**src/hw/pia_regs.svh**
```systemverilog
`ifndef PIA_REGS_SVH
`define PIA_REGS_SVH

// ****************************************************************
// Register offsets on the management register port
// ****************************************************************
`define PIA_ADDR_BASIC_STATUS    5'h01
`define PIA_ADDR_ID_HIGH         5'h02
`define PIA_ADDR_ID_LOW          5'h03
`define PIA_ADDR_ADVERT          5'h04

// ****************************************************************
// Field positions
// ****************************************************************
`define PIA_ADV_NEXT_PAGE_BIT    15
`define PIA_ADV_RSVD_HI_BIT      14
`define PIA_ADV_REMOTE_FAULT_BIT 13
`define PIA_ADV_RSVD_LO_BIT      12
`define PIA_ADV_ASYM_PAUSE_BIT   11
`define PIA_ADV_PAUSE_BIT        10
`define PIA_ADV_T4_BIT           9
`define PIA_ADV_FAST_FD_BIT      8
`define PIA_ADV_FAST_HD_BIT      7
`define PIA_ADV_TEN_FD_BIT       6
`define PIA_ADV_TEN_BIT          5
`define PIA_ADV_SEL_MSB          4
`define PIA_ADV_SEL_LSB          0
`define PIA_STAT_AN_DONE_BIT     5
`define PIA_ORG_HIGH_MSB         21
`define PIA_ORG_HIGH_LSB         6
`define PIA_ORG_LOW_MSB          5
`define PIA_ORG_LOW_LSB          0

// ****************************************************************
// Reset values
// ****************************************************************
`define PIA_RST_BIT              1'h0
`define PIA_RST_SELECTOR         5'h01
`define PIA_RST_WORD             16'h0000
`define PIA_RST_PAUSE            2'h0

`endif

```
**src/hw/pia_pkg.sv**
```systemverilog
package pia_pkg;

	typedef enum logic [0:0] {
		PIA_ST_LOAD = 1'b0,
		PIA_ST_RUN  = 1'b1
	} pia_state_type;

	typedef struct packed {
		logic       next_page_request;
		logic       remote_fault_advert;
		logic       asymmetric_pause_advert;
		logic       pause_advert;
		logic       fast_full_duplex_advert;
		logic       fast_half_duplex_advert;
		logic       ten_full_duplex_advert;
		logic       ten_ability_advert;
		logic [4:0] selector;
	} pia_advert_type;

	typedef struct packed {
		logic fast_full_duplex_advert;
		logic fast_half_duplex_advert;
		logic ten_full_duplex_advert;
		logic ten_ability_advert;
	} pia_strap_type;

	typedef struct packed {
		logic symmetric;
		logic asymmetric;
	} pia_pause_type;

endpackage

```
**src/hw/pia_regs_top.sv**
```systemverilog
`timescale 1ns/100ps
`include "pia_regs.svh"

// Contract
// - Two identifier registers form 32-bit identifier
// - Identifier may optionally read all zero
// - High identifier holds organisation ID bits 3-18
// - Top two organisation ID bits discarded
// - Low identifier 15:10 holds ID bits 19-24
// - Low identifier 9:4 holds model number
// - Low identifier 3:0 holds model revision
// - Advertisement holds local abilities sent to partner
// - Bit 15 next page, read-write, resets 0
// - Bit 14 reserved, writes ignored, reads 0
// - Bit 13 remote fault, read-write, resets 0
// - Bit 12 reserved, written 0, reads 0
// - Bit 11 asymmetric pause, read-write, resets 0
// - Bit 10 symmetric pause, read-write, resets 0
// - Pause resolution reported as control bits 13:12; the code drives it on the PAUSE_RESOLVED port instead
// - Bit 9 reads 0, read-only
// - Bits 8:6 read-write, reset from straps
// - Bit 5 strap reset; selector resets 00001
// - Status bit 5 shows negotiation complete

module pia_regs_top #(
	parameter logic [23:0] ORG_ID  = 24'h5a3c96, // Arbitrary value
	parameter logic [5:0]  MODEL   = 6'h15,      // Arbitrary value
	parameter logic [3:0]  REV     = 4'h3,       // Arbitrary value
	parameter logic        ID_ZERO = 1'b0
) (
	input  wire logic                    REF_CLK,
	input  wire logic                    RESET_N,
	input  wire pia_pkg::pia_strap_type  STRAP,
	input  wire logic [4:0]              REG_ADDR,
	input  wire logic                    REG_WR,
	input  wire logic                    REG_RD,
	input  wire logic [15:0]             REG_WDATA,
	output logic [15:0]                  REG_RDATA,
	output logic                         REG_RVALID,
	input  wire logic                    AN_COMPLETE,
	input  wire pia_pkg::pia_pause_type  PARTNER_PAUSE,
	output pia_pkg::pia_advert_type      ADVERT,
	output logic [1:0]                   PAUSE_RESOLVED
);

	// ****************************************************************
	// Reset release
	// ****************************************************************
	logic                    rst_meta_ff;
	logic                    rst_sync_n_ff;
	pia_pkg::pia_state_type  state_ff;
	pia_pkg::pia_state_type  nxt_state;
	pia_pkg::pia_advert_type advert_ff;
	logic [15:0]             rdata_ff;
	logic [15:0]             nxt_rdata;
	logic                    rvalid_ff;
	logic [15:0]             id_high_word;
	logic [15:0]             id_low_word;
	logic [15:0]             advert_word;
	logic [15:0]             status_word;
	logic                    adv_write;
	pia_pkg::pia_pause_type  local_pause;

	// Internal reset leaves on the second edge after RESET_N rises
	always_ff @(posedge REF_CLK or negedge RESET_N) begin
		if (!RESET_N) begin
			rst_meta_ff   <= 1'b0;
			rst_sync_n_ff <= 1'b0;
		end else begin
			rst_meta_ff   <= 1'b1;
			rst_sync_n_ff <= rst_meta_ff;
		end
	end

	// ****************************************************************
	// Strap capture state
	// ****************************************************************
	always_comb begin
		case (state_ff)
			pia_pkg::PIA_ST_LOAD: begin
				nxt_state = pia_pkg::PIA_ST_RUN;
			end
			pia_pkg::PIA_ST_RUN: begin
				nxt_state = pia_pkg::PIA_ST_RUN;
			end
			default: begin
				nxt_state = pia_pkg::PIA_ST_LOAD;
			end
		endcase
	end

	always_ff @(posedge REF_CLK or negedge rst_sync_n_ff) begin
		if (!rst_sync_n_ff) begin
			state_ff <= pia_pkg::PIA_ST_LOAD;
		end else begin
			state_ff <= nxt_state;
		end
	end

	// ****************************************************************
	// Identifier words
	// ****************************************************************
	always_comb begin
		if (ID_ZERO) begin
			id_high_word = `PIA_RST_WORD;
			id_low_word  = `PIA_RST_WORD;
		end else begin
			id_high_word = ORG_ID[`PIA_ORG_HIGH_MSB:`PIA_ORG_HIGH_LSB];
			id_low_word  = {ORG_ID[`PIA_ORG_LOW_MSB:`PIA_ORG_LOW_LSB], MODEL, REV};
		end
	end

	// ****************************************************************
	// Advertisement register
	// ****************************************************************
	// Writes in the strap load cycle are dropped so the straps are not lost
	assign adv_write = REG_WR && (REG_ADDR == `PIA_ADDR_ADVERT) && (state_ff == pia_pkg::PIA_ST_RUN);

	always_ff @(posedge REF_CLK or negedge rst_sync_n_ff) begin
		if (!rst_sync_n_ff) begin
			advert_ff.next_page_request       <= `PIA_RST_BIT;
			advert_ff.remote_fault_advert     <= `PIA_RST_BIT;
			advert_ff.asymmetric_pause_advert <= `PIA_RST_BIT;
			advert_ff.pause_advert            <= `PIA_RST_BIT;
			advert_ff.fast_full_duplex_advert <= `PIA_RST_BIT;
			advert_ff.fast_half_duplex_advert <= `PIA_RST_BIT;
			advert_ff.ten_full_duplex_advert  <= `PIA_RST_BIT;
			advert_ff.ten_ability_advert      <= `PIA_RST_BIT;
			advert_ff.selector                <= `PIA_RST_SELECTOR;
		end else if (state_ff == pia_pkg::PIA_ST_LOAD) begin
			advert_ff.fast_full_duplex_advert <= STRAP.fast_full_duplex_advert;
			advert_ff.fast_half_duplex_advert <= STRAP.fast_half_duplex_advert;
			advert_ff.ten_full_duplex_advert  <= STRAP.ten_full_duplex_advert;
			advert_ff.ten_ability_advert      <= STRAP.ten_ability_advert;
		end else if (adv_write) begin
			advert_ff.next_page_request       <= REG_WDATA[`PIA_ADV_NEXT_PAGE_BIT];
			advert_ff.remote_fault_advert     <= REG_WDATA[`PIA_ADV_REMOTE_FAULT_BIT];
			advert_ff.asymmetric_pause_advert <= REG_WDATA[`PIA_ADV_ASYM_PAUSE_BIT];
			advert_ff.pause_advert            <= REG_WDATA[`PIA_ADV_PAUSE_BIT];
			advert_ff.fast_full_duplex_advert <= REG_WDATA[`PIA_ADV_FAST_FD_BIT];
			advert_ff.fast_half_duplex_advert <= REG_WDATA[`PIA_ADV_FAST_HD_BIT];
			advert_ff.ten_full_duplex_advert  <= REG_WDATA[`PIA_ADV_TEN_FD_BIT];
			advert_ff.ten_ability_advert      <= REG_WDATA[`PIA_ADV_TEN_BIT];
			advert_ff.selector                <= REG_WDATA[`PIA_ADV_SEL_MSB:`PIA_ADV_SEL_LSB];
		end
	end

	// Reserved and unsupported bits are never stored, so they read zero
	always_comb begin
		advert_word                                      = `PIA_RST_WORD;
		advert_word[`PIA_ADV_NEXT_PAGE_BIT]              = advert_ff.next_page_request;
		advert_word[`PIA_ADV_REMOTE_FAULT_BIT]           = advert_ff.remote_fault_advert;
		advert_word[`PIA_ADV_ASYM_PAUSE_BIT]             = advert_ff.asymmetric_pause_advert;
		advert_word[`PIA_ADV_PAUSE_BIT]                  = advert_ff.pause_advert;
		advert_word[`PIA_ADV_FAST_FD_BIT]                = advert_ff.fast_full_duplex_advert;
		advert_word[`PIA_ADV_FAST_HD_BIT]                = advert_ff.fast_half_duplex_advert;
		advert_word[`PIA_ADV_TEN_FD_BIT]                 = advert_ff.ten_full_duplex_advert;
		advert_word[`PIA_ADV_TEN_BIT]                    = advert_ff.ten_ability_advert;
		advert_word[`PIA_ADV_SEL_MSB:`PIA_ADV_SEL_LSB]   = advert_ff.selector;
		status_word                                      = `PIA_RST_WORD;
		status_word[`PIA_STAT_AN_DONE_BIT]               = AN_COMPLETE;
	end

	assign ADVERT = advert_ff;

	// ****************************************************************
	// Read port
	// ****************************************************************
	always_comb begin
		case (REG_ADDR)
			`PIA_ADDR_BASIC_STATUS: begin
				nxt_rdata = status_word;
			end
			`PIA_ADDR_ID_HIGH: begin
				nxt_rdata = id_high_word;
			end
			`PIA_ADDR_ID_LOW: begin
				nxt_rdata = id_low_word;
			end
			`PIA_ADDR_ADVERT: begin
				nxt_rdata = advert_word;
			end
			default: begin
				nxt_rdata = `PIA_RST_WORD;
			end
		endcase
	end

	always_ff @(posedge REF_CLK or negedge rst_sync_n_ff) begin
		if (!rst_sync_n_ff) begin
			rdata_ff <= `PIA_RST_WORD;
		end else if (REG_RD) begin
			rdata_ff <= nxt_rdata;
		end
	end

	always_ff @(posedge REF_CLK or negedge rst_sync_n_ff) begin
		if (!rst_sync_n_ff) begin
			rvalid_ff <= 1'b0;
		end else begin
			rvalid_ff <= REG_RD;
		end
	end

	assign REG_RDATA  = rdata_ff;
	assign REG_RVALID = rvalid_ff;

	// ****************************************************************
	// Pause resolution
	// ****************************************************************
	assign local_pause = {advert_ff.pause_advert, advert_ff.asymmetric_pause_advert};

	pia_pause_resolve u_pause (
		.clk           (REF_CLK),
		.rst_n         (rst_sync_n_ff),
		.local_pause   (local_pause),
		.partner_pause (PARTNER_PAUSE),
		.an_complete   (AN_COMPLETE),
		.resolution_ff (PAUSE_RESOLVED)
	);
endmodule // pia_regs_top

```
**src/hw/pia_pause_resolve.sv**
```systemverilog
`timescale 1ns/100ps
`include "pia_regs.svh"

module pia_pause_resolve (
	input  wire logic                   clk,
	input  wire logic                   rst_n,
	input  wire pia_pkg::pia_pause_type local_pause,
	input  wire pia_pkg::pia_pause_type partner_pause,
	input  wire logic                   an_complete,
	output logic [1:0]                  resolution_ff
);

	logic tx_pause;
	logic rx_pause;
	logic [1:0] nxt_resolution;

	// ****************************************************************
	// Pause resolution, bit 1 transmit pause, bit 0 receive pause
	// ****************************************************************
	always_comb begin
		tx_pause = (local_pause.symmetric & partner_pause.symmetric) |
		           (local_pause.asymmetric & ~local_pause.symmetric &
		            partner_pause.symmetric & partner_pause.asymmetric);
		rx_pause = (local_pause.symmetric & partner_pause.symmetric) |
		           (local_pause.symmetric & local_pause.asymmetric &
		            ~partner_pause.symmetric & partner_pause.asymmetric);
		nxt_resolution = an_complete ? {tx_pause, rx_pause} : `PIA_RST_PAUSE;
	end

	always_ff @(posedge clk or negedge rst_n) begin
		if (!rst_n) begin
			resolution_ff <= `PIA_RST_PAUSE;
		end else begin
			resolution_ff <= nxt_resolution;
		end
	end
endmodule // pia_pause_resolve

```
**config.mk**
```make
export PLATFORM = sky130hd
export DESIGN_NAME = pia_regs_top
export DESIGN_NICKNAME = d
export VERILOG_FILES = /design/src/hw/pia_pkg.sv /design/src/hw/pia_regs_top.sv /design/src/hw/pia_pause_resolve.sv
export VERILOG_INCLUDE_DIRS = /design/src /design/src/hw
export SDC_FILE = /design/constraint.sdc
export NUM_CORES = 1
export LEC_CHECK = 0
export BUFFER_PORTS_ARGS = -buffer_cell sky130_fd_sc_hd__buf_2
export CORE_MARGIN = 4
export CORE_UTILIZATION = 42
export CTS_CLUSTER_SIZE = 14
export DETAILED_ROUTE_END_ITERATION = 10
export PLACE_DENSITY = 0.85
export SLEW_MARGIN = 20
export SYNTH_ARGS = -nofsm -noshare
export SYNTH_HDL_FRONTEND = slang
export SYNTH_SLANG_ARGS = --single-unit
export TNS_END_PERCENT = 10
```
**constraint.sdc**
```tcl
create_clock -name REF_CLK -period 1.2 [get_ports REF_CLK]
set_clock_uncertainty 0.15 [all_clocks]
set_input_delay 0.36 -clock REF_CLK [delete_from_list [all_inputs] [get_ports REF_CLK]]
set_output_delay 0.36 -clock REF_CLK [all_outputs]
set_load 0.02 [all_outputs]
```
==> results of run 1 <==
## kinds of logic after synthesis
logic type             count (synthesis)  share of synthesized area [%]
AO/OA/AOI/OAI                         32                           14.8
flip-flops                            34                           56.3
other                                  2                          0.496
AND/OR/NAND/NOR                       40                           15.7
multiplexers                           9                           6.70
buffers and inverters                 20                           5.95
## worst max path at each step
| stage | start | to | slack (ps) | depth (start not counted) |
|---|---|---|---|---|
| after floorplan | REG_ADDR[0] | REG_RDATA[5] | -270 | 4 |
| after global placement | REG_ADDR[3] | ADVERT[2] | -380 | 4 |
| after detailed placement | REG_ADDR[3] | ADVERT[12] | -420 | 4 |
| after CTS | ADVERT[0] | ADVERT[0] | -340 | 1 |
| after global routing | ADVERT[0] | ADVERT[0] | -360 | 1 |
| final | ADVERT[0] | ADVERT[0] | -330 | 1 |
## state kept, by name (all words and copies together) (netlist names)
register	cells
REG_RDATA	15
ADVERT	13
u_pause.resolution_ff	2
REG_RVALID	1
rst_meta_ff	1
rst_sync_n_ff	1
state_ff	1
## cells in the final DEF, fill, tap and decap left out, drive strengths merged, types with 5 or more instances in the layout
cell type	Yosys	routed
clkbuf	5	5
o22ai	8	8
nand3	5	5
inv	12	12
nand2	7	7
nand4	5	5
a21oi	6	6
nor2	14	14
mux2	9	9
buf	3	83
dfrtp	33	33
## power by group
group / switching [uW] / internal, uW / total (uW)
registers: 64.2 / 1230 / 1290
clock network: 415 / 437 / 851
logic: 300 / 275 / 575
## timing repair
| action | in CTS | in global routing |
|---|---|---|
| hold endpoints to repair | 2 | 0 |
| hold buffers | 1 | 0 |
| buffers inserted | 3 | 2 |
| resized for setup | 11 | 17 |
| pin swaps | 0 | 3 |
| endpoints found under the setup margin | 40 | 56 |
## through the flow
| stage | std cells | area [sq um] | total power, uW |
|---|---|---|---|
| floorplan | 138 | 1520 | 1560 |
| global placement | 254 | 1980 | 1770 |
| detailed placement | 254 | 1980 | 1780 |
| CTS | 266 | 2130 | 2680 |
| global route | 268 | 2210 | 2820 |
| finish | 268 | 2210 | 2720 |
## area by class of cell
class,count,area (sq um)
clock buffers,5,37.5
clock inverters,3,45.0
fillers,284,1200
inverters,12,45.0
multi-input cells,84,613
flip-flops and latches,34,852
well taps,46,57.6
repair buffers,84,564
## metal layers
metal | routed length (microns) | up-vias
met5 | 0 | -
met4 | 71 | 0
met3 | 294 | 9
met2 | 2020 | 45
met1 | 1640 | 654
li1 | - | 652
==> reports/qor.csv, run 1 <==
metric,value,unit
num_vias,1360,
area_delta_synth_final,46.4,%
violations,setup timing,
syn_avg_cell_area,11.0,sq um
grt_use_met3,5.91,%
firstDrtPassIters,4,
wl_per_cell,15.0,microns
setup_violations,40,
rrSetupSlack,-30,ps
synth_cells,137,
ant_nets,0,
fin_util,64.8,%
seq_area_frac_synth,56.3,%
setup_ws,-330,ps
grt_pass1_vias,1310,
antenna_cells,0,
synth_edf_count,0,
hold_viol,0,
synth_area_leaders,"dfrtp_1, mux2_2, o22ai_1, nor2_1, inv_1",
powerDensity,1230,mW/mm^2
synth-main-ff-cell,dfrtp_1,
slew_violations,0,
pin_count,64,
dp.final_hpwl,2860,microns
insertion_delay,350,ps
fin_tns_setup,-6980,ps
clock_path_buffers,2,
cap_violations,0,
crit_buf_inv,1,
nNetsFinal,253,
critPathTopFamily,flip-flops,
path_cells,buf_6,
finalCritPeriodShare,127,%
clock-root-buffer,clkbuf_4,
clock_sinks,34,
dieArea,0.00463,sq mm
drc,0,
cpPeakStageDelay,560,ps
drt_iter0_drc,62,
antenna_found_initial,0,
rr_endpoint,ADVERT[10],
synthTopCellsByCount,"dfrtp_1, nor2_1, inv_1",
synth_top_area_cell,dfrtp_1,
grt_pass1_wl,6200,microns
critPathLaunchType,register,
crit_fanout,2,
yosysUniqueCellTypes,33,
die_h,68.0,microns
numCtsBuffers,5,
timing.hold.ws,77.1,ps
async_flop_share,100,%
drive_above_1_share,52.7,%
port-buffer-count,59,
grt_usage,18.4,%
grt_max_degree,33,
path_clk_slew,110,ps
rows,21,
yosys.area.top_type_share,54.6,%
design.core.area,0.00342,sq mm
syn_area,0.00151,sq mm
crit_slowest_cell,dfstp_2,
grt-busiest-layer,met2,
end_kind,primary output,
gp_congestion,0.746,
worst_ep_required_time,690,ps
pre_cts_ws,-416,ps
die_x,68.0,microns
cp_data_arrival_time,1020,ps
critical_path_class,register to primary output,
htree_levels,2,
hp-class,register to async pin,
overflow,0,
synth.most_common_cell,dfrtp_1,
fmax,654,MHz
rr_startpoint,state_ff,
rsz0062_at_grt,yes,
outcome,"complete, but fails checks",
wirelength,4030,microns
leakage,0.00107,uW
min_period,1530,ps
met1_usage,23.2,%
initial_core_util,44.3,%
yosys_warnings,0,
vdd_ir_drop_max,0.806,mV
ys_ff_latch,34,
cts_tree,yes,
rr_worst_depth,2,
viasPerCell,5.07,
use_met2,29.1,%
(Power assumes the default switching activity.)
==> inputs of run 2 (changes only) <==
- GPL_ROUTABILITY_DRIVEN: unset -> 0
- HOLD_SLACK_MARGIN: unset -> 0.08
- SLEW_MARGIN: 20 -> unset
==> run 2 against run 1 <==
Effect of this change: the run still ends with setup timing left; sequential cell count did not move; die area did not move; total power is 0.62% higher; sequential power about the same; first-iteration DRC count rose by 13%; non-clock buffer count rose by 5; cell count up 1.9%; utilization is 1.4 points higher.
==> reports/qor.csv, run 2 (synthesis gave the netlist of run 1 again) <==
metric,value,unit
grt_pass1_wl,6200,microns
grt_pass1_vias,1333,
seq_power_share,47.2,%
pin_count,64,
finalNonFillerCells,273,
fmax,656,MHz
vdd_ir_drop_max,0.755,mV
cts_tree,yes,
clock_path_buffers,2,
power_frac_comb,21.8,%
wl_per_cell,15.4,microns
viasPerCell,5.05,
multi_input_area,613,sq um
setup_violations,39,
path_clk_slew,110,ps
rrSetupSlack,-50,ps
worst_ep_required_time,690,ps
outcome,"complete, but fails checks",
critical_path_class,register to primary output,
wirelength,4200,microns
slew_violations,0,
die_x,68.0,microns
min_period,1520,ps
crit_slowest_cell,dfstp_2,
rows,21,
rr_worst_depth,2,
overflow,0,
drc,0,
drive_above_1_share,52.0,%
cpPeakStageDelay,560,ps
insertion_delay,350,ps
grt_max_degree,33,
cp-startpoint,ADVERT[0],
regArea,852,sq um
path_cells,buf_6,
pwr-share-clk,31.0,%
intPower,1950,uW
rr_startpoint,state_ff,
antenna_found_initial,0,
power,2730,uW
violations,setup timing,
clock_sinks,34,
dp.cells,254,
placed_area,0.00198,sq mm
finalCritPeriodShare,127,%
design.core.area,0.00342,sq mm
critPathTopFamily,flip-flops,
p_sw,782,uW
mostFrequentLayoutCells,"buf_2, dfrtp_1, buf_4",
crit_buf_inv,1,
setup_ws,-323,ps
drt_iter0_drc,70,
die_h,68.0,microns
fin_area,0.00226,sq mm
firstDrtPassIters,4,
dieArea,0.00463,sq mm
area_delta_synth_final,49.5,%
leakage,0.00109,uW
fillers,271,
hold_viol,0,
num_vias,1379,
rsz0062_at_grt,yes,
dp.final_hpwl,2860,microns
largest_reg_flops,15,
initial_core_util,44.3,%
cp_data_arrival_time,1010,ps
rr_endpoint,ADVERT[9],
crit_fanout,2,
fin_util,66.2,%
final_common_cell,buf_2,
htree_levels,2,
powerDensity,1210,mW/mm^2
nNetsFinal,258,
hp-class,register to async pin,
port-buffer-count,59,
p_sw_share,28.6,%
end_kind,primary output,
grt_usage,18.5,%
clock-root-buffer,clkbuf_4,
cap_violations,0,
fin_tns_setup,-7060,ps
critPathLaunchType,register,
antenna_cells,0,
ant_nets,0,
numCtsBuffers,5,
## run 2: changes by cell type in the layout (fill, tap and decap cells not counted)
| cell | previous run | this run |
|---|---|---|
| dlygate4sd3_1 | 1 | 5 |
| buf_4 | 22 | 23 |
## run 2: worst register-to-register path: cells and delay by family (launching register included)
kind	cells	cell delay (ps)
muxes	1	350
and+or+nand+nor	1	210
DFF	1	430
## run 2: per-layer routing
metal  up-vias  GRT usage (%)  part of all wire [%]
met4         0           8.19                   2.0
met3         9           5.91                   7.4
met5         -              0                     0
met2        49           30.0                    50
met1       659           22.6                    40
li1        662              -                     -
## run 2: metrics by stage
stage          worst slack, ps  hold slack (ps)
3_3_place_gp              -379            -3.91
3_5_place_dp              -416            -1.23
2_1_floorplan             -270            -85.6
4_1_cts                   -343             81.5
5_1_grt                   -353             93.8
6_report                  -323             82.8
## run 2: power by group through the flow
stage	Sequential [uW]	Combinational [uW]	Clock [uW]
after detailed placement	1310	475	0
after CTS	1280	543	865
after floorplan	1400	151	0
after global placement	1310	462	0
final	1290	596	848
after global routing	1300	640	900
## run 2: layout make-up
cell class	instances	area share, %
sequential	34	37.7
multi-input combinational	84	27.1
timing repair buffer	89	27.0
tap	46	2.54
clock inverter	3	1.99
inverter	12	1.99
clock buffer	5	1.66
## run 2: worst max path at each step
stage                   end  cells past startpoint  slack, ps
6_report          ADVERT[0]                      1       -320
5_1_grt           ADVERT[0]                      1       -350
4_1_cts           ADVERT[0]                      1       -340
3_5_place_dp     ADVERT[12]                      4       -420
3_3_place_gp      ADVERT[2]                      4       -380
2_1_floorplan  REG_RDATA[5]                      4       -270
## run 2: what timing repair did
item	in CTS	in global routing
setup endpoints to repair	40	56
buffers inserted	3	3
endpoints found under the hold margin	7	0
hold buffers	5	0
pin swaps	0	3
gates resized for setup	11	17
